File: config.mk
export PLATFORM = sky130hd
export DESIGN_NAME = irq_ctrl
export DESIGN_NICKNAME = d
export VERILOG_FILES = /design/src/irq_ctrl_pkg.sv /design/src/irq_flag_if.sv /design/src/irq_ctrl.sv /design/src/irq_flag_bank.sv
export SDC_FILE = /design/constraint.sdc
export NUM_CORES = 1
export LEC_CHECK = 0
export ABC_AREA = 1
export BUFFER_PORTS_ARGS = -buffer_cell sky130_fd_sc_hd__buf_2
export CORE_MARGIN = 8
export CORE_UTILIZATION = 27
export DETAILED_ROUTE_END_ITERATION = 8
export HOLD_SLACK_MARGIN = 0.05
export PLACE_DENSITY = 0.53
export SYNTH_ARGS = -nofsm -noshare
export SYNTH_HDL_FRONTEND = slang
export SYNTH_HIERARCHICAL = 1
export SYNTH_SLANG_ARGS = --single-unit
File: constraint.sdc
create_clock -name clk_i -period 1.9 [get_ports clk_i]
set_input_delay 0.095 -clock clk_i [delete_from_list [all_inputs] [get_ports clk_i]]
set_output_delay 0.095 -clock clk_i [all_outputs]
set_load 0.02 [all_outputs]
File: src/irq_ctrl_pkg.sv
package irq_ctrl_pkg;

  // ---------------------------------------------------------------
  // source map
  // ---------------------------------------------------------------
  localparam int NUM_EXT    = 4;
  localparam int NUM_PERIPH = 8;
  localparam int NUM_SRC    = 14;
  localparam int SRC_EXT0   = 0;  // external pins take 0..3
  localparam int SRC_PORTCH = 4;  // upper port nibble change
  localparam int SRC_TIMER  = 5;  // core timer overflow
  localparam int SRC_PERIPH = 6;  // peripherals take 6..13

  typedef logic [NUM_SRC-1:0] src_vec_t;

  // peripheral sources sit behind the peripheral gate in compatibility mode
  localparam src_vec_t PERIPH_MASK = 14'h3fc0;
  localparam src_vec_t CORE_MASK   = 14'h003f;

  // ---------------------------------------------------------------
  // vectors and gate bit positions
  // ---------------------------------------------------------------
  localparam logic [15:0] VEC_HIGH      = 16'h0008;
  localparam logic [15:0] VEC_LOW       = 16'h0018;
  localparam int          GATE_HI_BIT   = 7;  // master / high gate
  localparam int          GATE_LO_BIT   = 6;  // peripheral / low gate
  localparam int          PRIO_EN_BIT   = 7;  // bit in the reset control register
  localparam logic [1:0]  GATE_RST      = 2'h0;
  localparam src_vec_t    FLAG_RST      = 14'h0000;

  // ---------------------------------------------------------------
  // timing
  // ---------------------------------------------------------------
  localparam int          CLK_PERIOD_NS  = 10;
  localparam int          INST_PERIOD_NS = 40;
  localparam int          CLK_PER_INST   = INST_PERIOD_NS / CLK_PERIOD_NS;
  localparam logic [1:0]  INST_LAST      = 2'(CLK_PER_INST - 1);
  localparam logic [1:0]  LAT_WAIT_INST  = 2'h3;  // instruction ticks after acceptance

  // acceptance sequencer, gray along idle -> wait -> vector
  typedef enum logic [1:0] {
    ST_IDLE = 2'b00,
    ST_WAIT = 2'b01,
    ST_VECT = 2'b11
  } acc_state_e;

endpackage

File: src/irq_flag_if.sv
`timescale 1ns/10ps
// event and clear strobes into the flag bank, flags back out
interface irq_flag_if;
  import irq_ctrl_pkg::*;
  src_vec_t set_ev;
  src_vec_t clr;
  src_vec_t flags;
  modport ctrl (output set_ev, output clr, input flags);
  modport bank (input set_ev, input clr, output flags);
endinterface

File: src/irq_ctrl.sv
`timescale 1ns/10ps
module irq_ctrl (
  input  wire logic                     clk_i,
  input  wire logic                     reset_n_i,
  input  wire logic                     priority_scheme_enable_i,
  input  wire logic                     gate_wr_i,
  input  wire logic [1:0]               gate_wdata_i,
  input  wire irq_ctrl_pkg::src_vec_t   enable_i,
  input  wire irq_ctrl_pkg::src_vec_t   priority_i,
  input  wire irq_ctrl_pkg::src_vec_t   flag_clr_i,
  input  wire logic [3:0]               ext_pin_i,
  input  wire logic [3:0]               ext_edge_select_i,
  input  wire logic [3:0]               second_io_port_i,
  input  wire logic                     timer_event_i,
  input  wire logic [7:0]               periph_event_i,
  input  wire logic                     return_from_handler_instruction_i,
  output      irq_ctrl_pkg::src_vec_t   flags_o,
  output      logic                     master_irq_gate_o,
  output      logic                     peripheral_irq_gate_o,
  output      logic                     vector_valid_o,
  output      logic [15:0]              vector_addr_o,
  output      logic                     push_return_o,
  output      logic                     high_handler_active_o,
  output      logic                     low_handler_active_o
);
  import irq_ctrl_pkg::*;

  // ---------------------------------------------------------------
  // declarations
  // ---------------------------------------------------------------
  irq_flag_if fl ();

  logic        arm_q;
  logic [3:0]  pin_prev_q;
  logic [3:0]  port_prev_q;
  logic [3:0]  pin_event;
  logic        port_change;
  logic [1:0]  div_q;
  logic        inst_tick;
  logic        gate_hi_q;
  logic        gate_lo_q;
  logic        prio_on;
  src_vec_t    pend;
  logic        hi_req;
  logic        lo_req;
  logic        accept;
  logic        acc_high_q;
  acc_state_e  state_q;
  logic [1:0]  wait_cnt_q;
  logic        vec_valid_q;
  logic [15:0] vec_addr_q;
  logic        high_act_q;
  logic        low_act_q;

  // ---------------------------------------------------------------
  // event detection
  // ---------------------------------------------------------------
  // previous pin levels; arm_q masks the first cycle after reset,
  // otherwise a pin already high would look like a rising edge
  always_ff @(posedge clk_i) begin
    if (!reset_n_i) begin
      arm_q       <= 1'b0;
      pin_prev_q  <= 4'h0;
      port_prev_q <= 4'h0;
    end else begin
      arm_q       <= 1'b1;
      pin_prev_q  <= ext_pin_i;
      port_prev_q <= second_io_port_i;
    end
  end

  always_comb begin
    for (int i = 0; i < NUM_EXT; i++) begin
      if (ext_edge_select_i[i]) begin
        pin_event[i] = arm_q & ext_pin_i[i] & ~pin_prev_q[i];
      end else begin
        pin_event[i] = arm_q & ~ext_pin_i[i] & pin_prev_q[i];
      end
    end
  end

  assign port_change = arm_q & (|(second_io_port_i ^ port_prev_q));

  // ---------------------------------------------------------------
  // flag bank
  // ---------------------------------------------------------------
  // flag per source
  assign fl.set_ev = {periph_event_i, timer_event_i, port_change, pin_event};
  assign fl.clr    = flag_clr_i;
  assign flags_o   = fl.flags;

  irq_flag_bank u_flags (
    .clk_i     (clk_i),
    .reset_n_i (reset_n_i),
    .fl        (fl.bank)
  );

  // ---------------------------------------------------------------
  // instruction cycle divider
  // ---------------------------------------------------------------
  // requests are sampled once per instruction cycle, which makes the
  // latency independent of the length of the interrupted instruction
  always_ff @(posedge clk_i) begin
    if (!reset_n_i) begin
      div_q <= 2'h0;
    end else if (div_q == INST_LAST) begin
      div_q <= 2'h0;
    end else begin
      div_q <= div_q + 2'h1;
    end
  end

  assign inst_tick = (div_q == INST_LAST);

  // ---------------------------------------------------------------
  // request qualification
  // ---------------------------------------------------------------
  // control words arrive as plain ports
  assign prio_on = priority_scheme_enable_i;
  assign pend    = fl.flags & enable_i;

  always_comb begin
    if (prio_on) begin
      hi_req = gate_hi_q & (|(pend & priority_i));
      lo_req = gate_hi_q & gate_lo_q & (|(pend & ~priority_i)) & ~high_act_q;
    end else begin
      hi_req = gate_hi_q & ((|(pend & CORE_MASK)) | (gate_lo_q & (|(pend & PERIPH_MASK))));
      lo_req = 1'b0;
    end
  end

  assign accept = (state_q == ST_IDLE) & inst_tick & (hi_req | lo_req);

  // ---------------------------------------------------------------
  // global gates
  // ---------------------------------------------------------------
  // software write first, return next, acceptance last: a clear on
  // acceptance must win or the same request would be taken twice
  always_ff @(posedge clk_i) begin
    if (!reset_n_i) begin
      gate_hi_q <= GATE_RST[1];
      gate_lo_q <= GATE_RST[0];
    end else begin
      if (gate_wr_i) begin
        gate_hi_q <= gate_wdata_i[1];
        gate_lo_q <= gate_wdata_i[0];
      end
      if (return_from_handler_instruction_i) begin
        if (!prio_on || high_act_q) begin
          gate_hi_q <= 1'b1;
        end else if (low_act_q) begin
          gate_lo_q <= 1'b1;
        end
      end
      if (accept) begin
        if (hi_req) begin
          gate_hi_q <= 1'b0;
        end else begin
          gate_lo_q <= 1'b0;
        end
      end
    end
  end

  assign master_irq_gate_o     = gate_hi_q;
  assign peripheral_irq_gate_o = gate_lo_q;

  // ---------------------------------------------------------------
  // acceptance sequencer
  // ---------------------------------------------------------------
  // fixed wait of three instruction ticks
  always_ff @(posedge clk_i) begin
    if (!reset_n_i) begin
      state_q    <= ST_IDLE;
      wait_cnt_q <= 2'h0;
    end else begin
      case (state_q)
        ST_IDLE: begin
          wait_cnt_q <= 2'h0;
          if (accept) begin
            state_q <= ST_WAIT;
          end
        end
        ST_WAIT: begin
          if (inst_tick) begin
            wait_cnt_q <= wait_cnt_q + 2'h1;
            if (wait_cnt_q == LAT_WAIT_INST - 2'h1) begin
              state_q <= ST_VECT;
            end
          end
        end
        ST_VECT: begin
          state_q <= ST_IDLE;
        end
        default: begin
          state_q <= ST_IDLE;
        end
      endcase
    end
  end

  always_ff @(posedge clk_i) begin
    if (!reset_n_i) begin
      acc_high_q <= 1'b0;
      vec_addr_q <= VEC_HIGH;
    end else if (accept) begin
      acc_high_q <= hi_req;
      vec_addr_q <= (hi_req || !prio_on) ? VEC_HIGH : VEC_LOW;
    end
  end

  always_ff @(posedge clk_i) begin
    if (!reset_n_i) begin
      vec_valid_q <= 1'b0;
    end else begin
      vec_valid_q <= (state_q == ST_WAIT) & inst_tick
                     & (wait_cnt_q == LAT_WAIT_INST - 2'h1);
    end
  end

  assign vector_valid_o = vec_valid_q;
  assign vector_addr_o  = vec_addr_q;
  assign push_return_o  = vec_valid_q;

  // ---------------------------------------------------------------
  // handler tracking
  // ---------------------------------------------------------------
  // high may nest over low
  // a return unwinds the innermost level only
  always_ff @(posedge clk_i) begin
    if (!reset_n_i) begin
      high_act_q <= 1'b0;
      low_act_q  <= 1'b0;
    end else begin
      if (return_from_handler_instruction_i) begin
        if (high_act_q) begin
          high_act_q <= 1'b0;
        end else begin
          low_act_q <= 1'b0;
        end
      end
      if (vec_valid_q) begin
        if (acc_high_q) begin
          high_act_q <= 1'b1;
        end else begin
          low_act_q <= 1'b1;
        end
      end
    end
  end

  assign high_handler_active_o = high_act_q;
  assign low_handler_active_o  = low_act_q;

  // ---------------------------------------------------------------
  // checks
  // ---------------------------------------------------------------
  // high vector address
  AST_VEC_HIGH: assert property (@(posedge clk_i) disable iff (!reset_n_i)
    (vector_valid_o && acc_high_q) |-> (vector_addr_o == VEC_HIGH))
    else $error("high vector address wrong");

  AST_VEC_LOW: assert property (@(posedge clk_i) disable iff (!reset_n_i)
    (vector_valid_o && !acc_high_q) |-> (vector_addr_o == VEC_LOW))
    else $error("low vector address wrong");

  AST_COMPAT_VEC: assert property (@(posedge clk_i) disable iff (!reset_n_i)
    (accept && !prio_on) |-> ##13 (vector_valid_o && vector_addr_o == VEC_HIGH))
    else $error("compatibility vector wrong");

  AST_GATE_CLR: assert property (@(posedge clk_i) disable iff (!reset_n_i)
    (accept && !return_from_handler_instruction_i)
      |=> ($past(hi_req) ? !gate_hi_q : !gate_lo_q))
    else $error("gate not cleared on acceptance");

  AST_NO_LOW_IN_HIGH: assert property (@(posedge clk_i) disable iff (!reset_n_i)
    (high_act_q && prio_on && accept) |=> acc_high_q)
    else $error("low request live inside high handler");

  AST_LATENCY: assert property (@(posedge clk_i) disable iff (!reset_n_i)
    accept |-> (!vector_valid_o)[*8] ##6 vector_valid_o)
    else $error("vector latency wrong");

  AST_PREEMPT: assert property (@(posedge clk_i) disable iff (!reset_n_i)
    (low_act_q && prio_on && hi_req && state_q == ST_IDLE && inst_tick)
      |=> (state_q == ST_WAIT && acc_high_q))
    else $error("high request did not preempt");

  AST_RETURN_GATE: assert property (@(posedge clk_i) disable iff (!reset_n_i)
    (return_from_handler_instruction_i && high_act_q && !accept && !gate_wr_i)
      |=> gate_hi_q)
    else $error("return did not restore gate");

  AST_ENABLE_MASK: assert property (@(posedge clk_i) disable iff (!reset_n_i)
    ((fl.flags & enable_i) == '0) |-> !accept)
    else $error("acceptance without an enabled flag");

  AST_PUSH_PULSE: assert property (@(posedge clk_i) disable iff (!reset_n_i)
    push_return_o |=> !push_return_o)
    else $error("push strobe longer than one cycle");

endmodule // irq_ctrl

File: src/irq_flag_bank.sv
`timescale 1ns/10ps
module irq_flag_bank (
  input  wire logic clk_i,
  input  wire logic reset_n_i,
  irq_flag_if.bank  fl
);
  import irq_ctrl_pkg::*;

  src_vec_t flag_q;

  // ---------------------------------------------------------------
  // sticky flags
  // ---------------------------------------------------------------
  // set regardless of enables
  // an event in the clear cycle survives, so set wins over clear
  always_ff @(posedge clk_i) begin
    if (!reset_n_i) begin
      flag_q <= FLAG_RST;
    end else begin
      flag_q <= (flag_q & ~fl.clr) | fl.set_ev;
    end
  end

  assign fl.flags = flag_q;

  AST_SET_WINS: assert property (@(posedge clk_i) disable iff (!reset_n_i)
    (fl.set_ev != '0) |=> ((fl.flags & $past(fl.set_ev)) == $past(fl.set_ev)))
    else $error("flag event lost");

endmodule // irq_flag_bank

* Yosys cells after proc, flatten, opt, wreduce, memory -nomap -nowiden
Index checks and enable logic that the tools add are counted.
** Storage, ports and cells
- Flip-flop bits (word level) :: 51
- Input bits :: 70
- Output and inout port bits :: 36
** Operators by class
- Add/sub/neg operators :: 2
- Equality and inequality tests :: 6
- Muxes and demuxes :: 32
- Bitwise gates (word level) :: 47
- Reductions and logical operators :: 13
** Operators with widths (number)
- 14-bit bitwise AND :: 4
- 14-bit inverter :: 2
- 14-bit OR reduction :: 2
- 1-bit bitwise AND :: 27
- 1-bit two-way mux :: 25
- 14-bit OR :: 1
- 1-bit inverter :: 10
- 2-bit two-way mux :: 4
- 2-bit case mux with 2 select lines :: 2
- 8-bit OR reduction :: 1
- 6-bit OR reduction :: 1
- 5-bit two-way mux :: 1
- 2-bit by 1-bit adder with 2-bit output (second input constant) :: 2
- 2-bit equality test (second input constant) :: 2
- 2-bit != test (second input constant) :: 2
- 4-bit OR reduction :: 1
- 4-bit XOR :: 1
- 3-bit AND reduction :: 1
- 2-bit by 1-bit equality test with 1-bit output (second input constant) :: 1
- 2-bit logical NOT :: 1
- 1-bit logical OR :: 2
- 2-bit by 1-bit != test with 1-bit output (second input constant) :: 1
- 1-bit OR :: 2
- 2-bit AND reduction :: 1
- 3 further kinds :: 3

* Depth between registers and ports, before layout
Gate-level depths: netlist (run 1).
- Word-level depth :: 10
- Mapped depth :: 10
- Gate-level depth less buffers :: 10

* Hierarchy
Netlist (run 1), hierarchy kept.
** Modules (own cells, without submodules)
- irq_ctrl :: times used 1, cells an instance 229, area each 1472.7 µm², seq. area each 440.4 µm²
- irq_flag_bank :: times used 1, cells an instance 72, area each 560.5 µm², seq. area each 280.3 µm²

* Least setup slack after synthesis (run 1)
No wires, ideal clock.
- Path type :: register to register
- Start :: register u_flags.flag_q[12], in the netlist u_flags/fl.flags[12]
- End :: register gate_lo_q, in the netlist peripheral_irq_gate_o
- Arrival time :: 1.047 ns
- Data required time :: 1.784 ns
- Path slack :: 0.737 ns
- Cell stages (with the launch flop) :: 10
- Path buffers :: 0
- Period minus slack after synthesis :: 1.163 ns
- Cells stage by stage :: dfxtp_1 nand2_1 nand2_1 nor2_1 nand2_1 nand2_1 nand2_2 nand2_1 nand3_2 and3_1
** Between the ends
- Word-level cells in the longest chain between the ends :: 9
** RTL lines
- start: declaration :: RTL line irq_flag_bank.sv:9 : src_vec_t flag_q;
- start signal: assignment :: RTL line irq_flag_bank.sv:20 : flag_q <= (flag_q & ~fl.clr) | fl.set_ev;
- 14-bit bitwise AND * :: RTL line irq_ctrl.sv:120 : assign pend = fl.flags & enable_i;
- 14-bit bitwise AND / 8-bit OR reduction (equally long branches) :: RTL line irq_ctrl.sv:125, irq_ctrl.sv:127
- 14-bit OR reduction / 1-bit bitwise AND (equally long branches) :: RTL line irq_ctrl.sv:125, irq_ctrl.sv:127
- 1-bit bitwise AND / 1-bit OR (equally long branches) :: RTL line irq_ctrl.sv:125, irq_ctrl.sv:127
- 1-bit bitwise AND, on equally long branches :: RTL line irq_ctrl.sv:125, irq_ctrl.sv:127
- 1-bit two-way mux :: RTL line irq_ctrl.sv:123 : if (prio_on) begin
- 1-bit OR :: RTL line irq_ctrl.sv:132 : assign accept = (state_q == ST_IDLE) & inst_tick & (hi_req | lo_req);
- 1-bit bitwise AND :: RTL line irq_ctrl.sv:132
- 1-bit two-way mux * :: RTL line irq_ctrl.sv:155 : if (accept) begin
- end signal: assignment :: RTL line irq_ctrl.sv:142 : gate_lo_q <= GATE_RST[0];
- end signal: assignment :: RTL line irq_ctrl.sv:146 : gate_lo_q <= gate_wdata_i[0];
- end: declaration :: RTL line irq_ctrl.sv:41 : logic gate_lo_q;
Mark *: on every way between the ends. The rest lies on a longest branch, timed or not.
A chain may end at the register's enable or synchronous reset.

* Worst setup path in the final report (run 1)
- Start :: input second_io_port_i[1]
- End :: register u_flags.flag_q[4], in the netlist u_flags/fl.flags[4]
** Between the ends
- Word-level cells in the longest chain between the ends :: 4
** RTL lines
- start: declaration :: RTL line irq_ctrl.sv:13 : input wire logic [3:0] second_io_port_i,
- 4-bit XOR :: RTL line irq_ctrl.sv:82 : assign port_change = arm_q & (|(second_io_port_i ^ port_prev_q));
- 4-bit OR reduction :: RTL line irq_ctrl.sv:82
- 1-bit bitwise AND :: RTL line irq_ctrl.sv:82
- net fl.set_ev[4] :: RTL line irq_flag_if.sv:5 : src_vec_t set_ev;
- 14-bit OR :: RTL line irq_flag_bank.sv:20
The timed path passes the listed nets, and every way through them passes these cells.

==> results of run 1 <==
-- stage by stage --
step	power [mW]	utilization (%)	hold slack [ps]	cell area, um^2	worst slack (ps)
after floorplan	1.06	-	123	2080	737
after global placement	1.18	34.6	297	2520	687
after detailed placement	1.19	34.6	305	2520	665
after CTS	1.74	38.0	51.6	2770	615
after global routing	1.82	38.0	53.6	2770	541
final	1.71	38.0	64.6	2770	605
-- where the power goes --
| group | switching [mW] | internal, mW |
|---|---|---|
| logic | 0.204 | 0.162 |
| registers | 0.0323 | 0.793 |
| clock network | 0.267 | 0.250 |
-- registers in the layout (all words and copies together) (netlist names) --
signal / flops
u_flags/fl.flags: 14
pin_prev_q: 4
port_prev_q: 4
div_q: 2
state_q: 2
wait_cnt_q: 2
acc_high_q: 1
arm_q: 1
high_handler_active_o: 1
low_handler_active_o: 1
master_irq_gate_o: 1
peripheral_irq_gate_o: 1
push_return_o: 1
vector_addr_o: 1
-- worst max-delay path: cells and delay by family --
family                 cells  cell delay [ps]
AO/OA/AOI/OAI              3              330
buffers and inverters      3              770
AND/OR/NAND/NOR            1              270
-- cell families (layout without fill, tap and decap cells) --
| logic type | after synthesis | in the layout | share of synthesized area, % |
|---|---|---|---|
| AO/OA/AOI/OAI | 36 | 36 | 11.9 |
| multiplexers | 2 | 2 | 1.05 |
| AND/OR/NAND/NOR | 135 | 135 | 29.9 |
| flip-flops | 36 | 36 | 35.4 |
| buffers and inverters | 86 | 182 | 19.3 |
| other | 2 | 15 | 0.369 |
| adder cells (fa/ha/maj) | 2 | 2 | 1.23 |
| XOR/XNOR | 2 | 2 | 0.862 |
-- layer usage --
| metal | track usage, % | vias up | routed length (um) |
|---|---|---|---|
| met5 | 0 | - | 0 |
| met4 | 2.34 | 0 | 61 |
| met3 | 3.11 | 7 | 578 |
| met2 | 19.3 | 71 | 2790 |
| met1 | 12.7 | 900 | 2480 |
| li1 | - | 1112 | - |
-- final cells by class --
class / instances / area (um^2) / share of cell area [%]
clock buffers: 6 / 72.6 / 2.62
clock inverters: 1 / 5.00 / 0.181
inverters: 68 / 255 / 9.22
multi-input cells: 192 / 970 / 35.0
flip-flops and latches: 36 / 721 / 26.0
well taps: 99 / 124 / 4.48
repair buffers: 107 / 621 / 22.4
-- timing repair --
action | CTS | global route
hold buffers | 17 | 0
gates resized for setup | 0 | 0
setup endpoints to repair | 0 | 0
endpoints found under the hold margin | 14 | 0
-- path summary, 6_finish.rpt --
path	from	endpoint	slack (ps)	cells past startpoint
max reg2reg	div_q[0]	state_q[0]	650	9
min	flag_clr_i[8]	u_flags/fl.flags[8]	60	4
min reg2reg	div_q[0]	div_q[0]	440	1
max	second_io_port_i[1]	u_flags/fl.flags[4]	600	7
-- layout by cell type (no fill, tap or decap) --
cell	n
o21ai_1	1
nor2_1	15
o21a_1	4
nand2_1	71
clkbuf_1	1
clkinv_1	2
nand3b_1	3
nor2_2	2
ha_1	2
a22oi_1	1
o21ai_0	3
dlygate4sd3_1	17
inv_1	63
and3_1	1
inv_2	3
a31oi_1	1
a21oi_2	11
a31o_1	1
buf_2	90
nand2_2	2
nand3_1	28
clkinv_2	1
nor3b_1	1
mux2i_1	1
or2_1	1
clkbuf_8	5
a21oi_1	13
nand3_2	4
nor3_1	5
conb_1	15
xnor2_1	2
mux2_2	1
dfxtp_1	36
a211oi_1	1
or2_2	2
==> results.toml, run 1 <==
[route]
drt-pass1-iter-count = 4
vias = 2090
drt_iter0_drc = 50
wl_per_cell_um = 11.6
remaining_drc_errors = 0
wl_um = 5910
ant_nets = 0
via_per_inst = 4.11

[worst_setup_path]
max_stage_delay_ps = 540
path_cells = "dlygate4sd3_1 -> buf_2 -> or2_2 -> a22oi_1 -> a31oi_1 -> inv_1 -> a21oi_2"
cp-end-kind = "register"
worstSetupStartpointType = "input pin"
required_ps = 2060
slowest_stage = "dlygate4sd3_1"
path_max_fanout = 3
cp.arrival_ps = 1450
crit_type = "input pin to register"

[place]
dp_hpwl_um = 4760
gp_congestion = 0.746
portBuffers = 90
placed_cells = 485

[hold_path]
min-delay-path-class = "input pin to register"

[sta]
hold_viol = 0
fin_crit_sh_pct = 68.2
finalMaxSlewViolations = 0
clock_skew_ps = 5.22
finalSetupViolCount = 0
setup_tns_ps = 0
rsz0062_at_grt = "false"
fmax_ghz = 0.772
fin_crit_ps = 1300

[finish]
area_growth_pct = 36.1
fillers = 810
drive_gt1_share_pct = 29.5
instances_no_fill = 509
n_antenna_cell = 0
final_nets = 482

[clock_tree]
cts_setup_buffers = 0
cts_buffers = 5
root_buffer = "clkbuf_8"
cts_sinks = 36
insertion_delay_ps = 280
clk_pin_slew_worst_paths_ps = 70
cts_tree = "yes"
h-tree-depth = 2
cts_buffer_depth = 2

[yosys]
synth.largest_area_cell = "dfxtp_1"
postSynthCellCount = 301
synth_edf_count = 0
synth_area_leaders = "dfxtp_1, nand2_1, inv_1, nand3_1, buf_4"
synth_top_area_share_pct = 35.4
synth_commonest_cells = "nand2_1, inv_1, dfxtp_1, nand3_1, buf_4"
synth_seq_area_share_pct = 35.4
syn_area_per_cell_um2 = 6.75
syn_area_um2 = 2030
ys_seq_elements = 36
async_flop_share_pct = 0
synth_top_flop_cell = "dfxtp_1"
synth_most_common_cell = "nand2_1"
yosysUniqueCellTypes = 33
yosys_warnings = 6

[floorplanning]
die_w_um = 103
start_util_pct = 27.9
rows = 31
dieArea_um2 = 10600
num_io_pins = 106
die_y_um = 103
design.core.area_um2 = 7290

[grt]
overflow = 0
grt_pass1_wl_um = 9070
antenna_found_initial = 0
grt_pass1_vias = 2054
grt_max_degree = 15
grt.total_usage_pct = 10.9

[power_and_ir_drop]
vdd_drop_max_mv = 0.249
power_leakage_nw = 1.54
p_per_area_nw_per_um2 = 617

[flow_run]
maxCapViolCount = 0

[run_status]
run_status = "finished, final reports clean"
(Power assumes the default switching activity.)
==> run 2: changes to the inputs <==
- PLACE_DENSITY: 0.53 -> 0.55
- clock period: 1.9 -> 1.1 ns (I/O delays scaled with it)
==> run 2 against run 1 <==
The flow now finishes with violations (negative setup slack). Critical endpoint is now peripheral_irq_gate_o. Clock power grew 99%. Via count grew 3.2%. Critical path type is now register to register. Clock-buffer cell count is 1 higher. Largest power group unchanged. Largest cell class unchanged.
==> results.toml, run 2 (same netlist as run 1, synthesis figures left out) <==
[worst_setup_path]
slowest_stage = "dfxtp_2"
worstSetupStartpointType = "register"
required_ps = 1290
cp.arrival_ps = 1360
cp-end-kind = "register"
crit_path_frequent_cell = "nand2_1"
path_max_fanout = 4
path_cells = "nand2_1 -> nand2_1 -> nor2_1 -> nand2_1 -> nand2_1 -> nand2_2 -> nand2_2 -> nand3_2 -> and3_1"
crit_type = "register to register"
max_stage_delay_ps = 350

[grt]
grt_pass1_vias = 2116
grt_pass1_wl_um = 9540
overflow = 0
antenna_found_initial = 0
grt_max_degree = 15
grt.total_usage_pct = 11.7

[route]
drt-pass1-iter-count = 4
wl_um = 6320
via_per_inst = 4.00
wl_per_cell_um = 11.7
ant_nets = 0
remaining_drc_errors = 0
drt_iter0_drc = 97
vias = 2157

[sta]
setup_tns_ps = -199
hold_viol = 0
finalMaxSlewViolations = 0
rsz0062_at_grt = "true"
clock_skew_ps = 6.06
fmax_ghz = 0.855
finalSetupViolCount = 5
fin_crit_sh_pct = 106
worst_slack_ps = -69.9
hold_slack_ps = 64.3
fin_crit_ps = 1170

[finish]
area_growth_pct = 54.4
final_cell_mix = "buf_2, nand2_1, inv_1"
instances_no_fill = 539
drive_gt1_share_pct = 38.2
n_antenna_cell = 0
final_nets = 512
final_common_cell = "buf_2"
fillers = 774
largest_reg_flops = 14

[clock_tree]
clk_pin_slew_worst_paths_ps = 70
cts_sinks = 36
cts_tree = "yes"
cts_buffers = 5
insertion_delay_ps = 290
root_buffer = "clkbuf_8"
cts_buffer_depth = 2
h-tree-depth = 2

[power_and_ir_drop]
p_total_mw = 3.22
power_leakage_nw = 1.71
p_comb_share_pct = 23.3
power_frac_seq_pct = 44.6
vdd_drop_max_mv = 0.464
switching_power_mw = 0.916
clockPowerShare_pct = 32.1
switching_share_pct = 28.5
p_per_area_nw_per_um2 = 1020
p_int_mw = 2.30

[place]
portBuffers = 90
place_ws_ps = -134
placed_cells = 501
dp_hpwl_um = 4880
gp_congestion = 0.751

[floorplanning]
start_util_pct = 27.9
die_w_um = 103
num_io_pins = 106
dieArea_um2 = 10600
design.core.area_um2 = 7290
rows = 31
die_y_um = 103

[hold_path]
min-delay-path-class = "input pin to register"

[run_status]
run_status = "finished, violations left"
violations = "negative setup slack"

[flow_run]
maxCapViolCount = 0
## run 2: changes by cell type in the layout (fill, tap and decap cells not counted), sizes merged
| cell | delta |
|---|---|
| buf | +16 |
| clkbuf | +1 |
| clkinv | -1 |
| dlygate4sd3 | +14 |
## run 2: stage by stage
step,instance area (um^2),utilization (%)
after floorplan,2100,-
after global placement,2660,36.5
after detailed placement,2660,36.5
after CTS,3100,42.6
after global routing,3140,43.1
final,3140,43.1
## run 2: layer usage
metal	GRT usage [%]	part of all wire, %	vias to the layer above	routed length [um]
li1	-	-	1167	-
met1	13.1	42	920	2640
met2	20.3	48	64	3040
met3	3.58	8.9	6	562
met4	4.12	1.1	0	72
met5	0	0	-	0
## run 2: area by class of cell
cell class / count / area (um^2) / area share, %
Multi-Input combinational cell: 192 / 1030 / 33.0
Timing Repair Buffer: 137 / 885 / 28.2
Sequential cell: 36 / 743 / 23.7
Inverter: 68 / 256 / 8.17
Tap cell: 99 / 124 / 3.95
Clock buffer: 7 / 96.3 / 3.07
## run 2: path summary, 6_finish.rpt
path / startpoint / end / slack, ps / cells past startpoint
setup reg to reg: u_flags/fl.flags[1] / peripheral_irq_gate_o / -70 / 9
setup / recovery: u_flags/fl.flags[1] / peripheral_irq_gate_o / -70 / 9
hold / removal: reset_n_i / master_irq_gate_o / 60 / 3
hold reg to reg: div_q[0] / div_q[0] / 450 / 1
## run 2: worst max-delay path: cells and delay by family (launching register included)
kind | cells | cell delay [ps]
flip-flops | 1 | 350
AND/OR/NAND/NOR | 9 | 730
## run 2: timing repair
action,in CTS,in global routing
pin swaps,7,3
hold buffers,31,0
cloned,0,0
resized for setup,11,9
buffers inserted,0,0
endpoints found under the setup margin,7,8
hold endpoints to repair,22,0
## run 2: power groups by stage
stage | Clock (mW) | Sequential, mW | Combinational (mW)
floorplan | 0 | 1.50 | 0.347
global placement | 0 | 1.45 | 0.640
detailed placement | 0 | 1.46 | 0.644
CTS | 1.07 | 1.43 | 0.742
global route | 1.13 | 1.44 | 0.839
finish | 1.03 | 1.43 | 0.750
==> run 3: changes to the inputs <==
- CORE_UTILIZATION: 27 -> 41
- PLACE_DENSITY: 0.55 -> 0.78
==> run 3 against run 2 <==
Register-to-register slack got worse by 20 ps. Largest power group unchanged. Final area fell by 0.32%. The run still ends with negative setup slack left. Die area fell by 29%. Via count rose by 6.4%. Core utilization rose by 23 points. Cell count fell by 5.6%. Power fell by 2.9%. Sequential cell count did not move. Hold slack got worse by 2.3 ps.
==> results.toml, run 3 (same netlist as run 1, synthesis figures left out) <==
[clock_tree]
cts_buffers = 5
h-tree-depth = 2
cts_tree = "yes"
insertion_delay_ps = 290
cts_sinks = 36
root_buffer = "clkbuf_8"
clk_pin_slew_worst_paths_ps = 80
cts_buffer_depth = 2

[grt]
grt_max_degree = 15
antenna_found_initial = 0
grt_pass1_vias = 2354
overflow = 0
grt_pass1_wl_um = 10500
grt.total_usage_pct = 17.6

[finish]
instances_no_fill = 509
area_growth_pct = 53.9
largest_reg_flops = 14
fin_util_pct = 65.8
final_common_cell = "buf_2"
final_cell_mix = "buf_2, nand2_1, inv_1"
n_antenna_cell = 0
final_nets = 514
fillers = 421
regArea_um2 = 743
drive_gt1_share_pct = 39.8
multiInputGateArea_um2 = 1070

[route]
remaining_drc_errors = 0
wl_per_cell_um = 13.2
via_per_inst = 4.51
ant_nets = 0
vias = 2295
drt_iter0_drc = 98
wl_met1_um = 2590
top_layer_used = "met4"
drt-pass1-iter-count = 4
route.met3.wl_um = 461
wl_um = 6710
dr_wl_met2_um = 3460

[sta]
finalMaxSlewViolations = 0
rsz0062_at_grt = "true"
fin_crit_ps = 1190
finalSetupViolCount = 5
fmax_ghz = 0.841
clock_skew_ps = 13.8
hold_viol = 0
worst_slack_ps = -89.0
fin_crit_sh_pct = 108

[worst_setup_path]
rr_worst_depth = 9
cp-end-kind = "register"
crit_type = "register to register"
cp.arrival_ps = 1380
path_cells = "nand3_2 -> nand2_1 -> inv_1 -> nand2_1 -> nor2_1 -> nand2_1 -> nand2_2 -> nand3_2 -> and3_1"
critical_path_depth = 9
crit_start = "u_flags/fl.flags[3]"
rr_startpoint = "u_flags/fl.flags[3]"
cp_num_buf_inv = 1
critPathTopFamily = "simple AND/OR/NAND/NOR gates"
max_stage_delay_ps = 360
required_ps = 1290
slowest_stage = "dfxtp_4"
path_max_fanout = 4
worstSetupStartpointType = "register"
crit_path_frequent_cell = "nand2_1"

[floorplanning]
die_w_um = 86.4
start_util_pct = 42.8
rows = 25
dieArea_um2 = 7470
num_io_pins = 106
die_y_um = 86.4
design.core.area_um2 = 4750

[place]
portBuffers = 90
dp_hpwl_um = 4670
gp_congestion = 0.786
place_ws_ps = -78.9
placed_cells = 468

[run_status]
run_status = "finished, violations left"
violations = "negative setup slack"

[hold_path]
hp-start = "reset_n_i"
min-delay-path-class = "input pin to register"
holdPathStages = 3

[flow_run]
maxCapViolCount = 0

[power_and_ir_drop]
p_per_area_nw_per_um2 = 998
vdd_drop_max_mv = 0.565
power_leakage_nw = 1.73
run 3: cell types whose count changed in the layout (fill, tap and decap cells not counted), moves of 3 or more:
cell | previous run | this run
nand3_1 | 26 | 16
dfxtp_2 | 18 | 15
buf_4 | 15 | 18
nand2_1 | 69 | 66
nand3_2 | 6 | 15
nor2_2 | 4 | 1
nor2_1 | 12 | 15
run 3: worst min-delay path: cells and delay by family:
kind                   cells  cell delay (ps)
and+or+nand+nor            1               80
buffers and inverters      2              170
run 3: routing by layer:
layer / up-vias / track usage, %
met5: - / 0
met4: 0 / 7.51
met3: 18 / 4.54
met2: 87 / 32.1
met1: 1013 / 18.5
li1: 1177 / -
run 3: timing repair:
| item | CTS | global route |
|---|---|---|
| gates resized for setup | 11 | 16 |
| pin swaps | 13 | 19 |
| endpoints found under the hold margin | 22 | 0 |
| hold buffers | 31 | 0 |
| cloned | 0 | 0 |
| buffers inserted | 2 | 1 |
| setup endpoints to repair | 5 | 8 |
run 3: worst paths after layout:
check,to,slack (ps)
setup reg to reg,peripheral_irq_gate_o,-90
hold reg to reg,div_q[0],440
hold / removal,master_irq_gate_o,60
setup / recovery,peripheral_irq_gate_o,-90
run 3: cell type report:
class | count | area share, %
Multi-Input combinational cell | 192 | 34.3
Timing Repair Buffer | 139 | 28.6
Sequential cell | 36 | 23.8
Inverter | 68 | 8.20
Tap cell | 67 | 2.68
Clock buffer | 6 | 2.32
Clock inverter | 1 | 0.160
run 3: report_power, final:
part / switching (mW) / leakage, nW / internal (mW)
sequential: 0.0565 / 0.302 / 1.38
combinational: 0.412 / 1.39 / 0.372
clock: 0.474 / 0.0410 / 0.431
run 3: stage by stage:
step	instance area [um^2]	power [mW]	setup TNS, ps	hold WS, ps
floorplan	2100	1.85	-13.5	82.7
global placement	2610	2.07	-90.7	263
detailed placement	2610	2.09	-206	267
CTS	3060	3.09	-290	56.3
global route	3130	3.28	-1040	82.2
finish	3130	3.12	-248	62.0
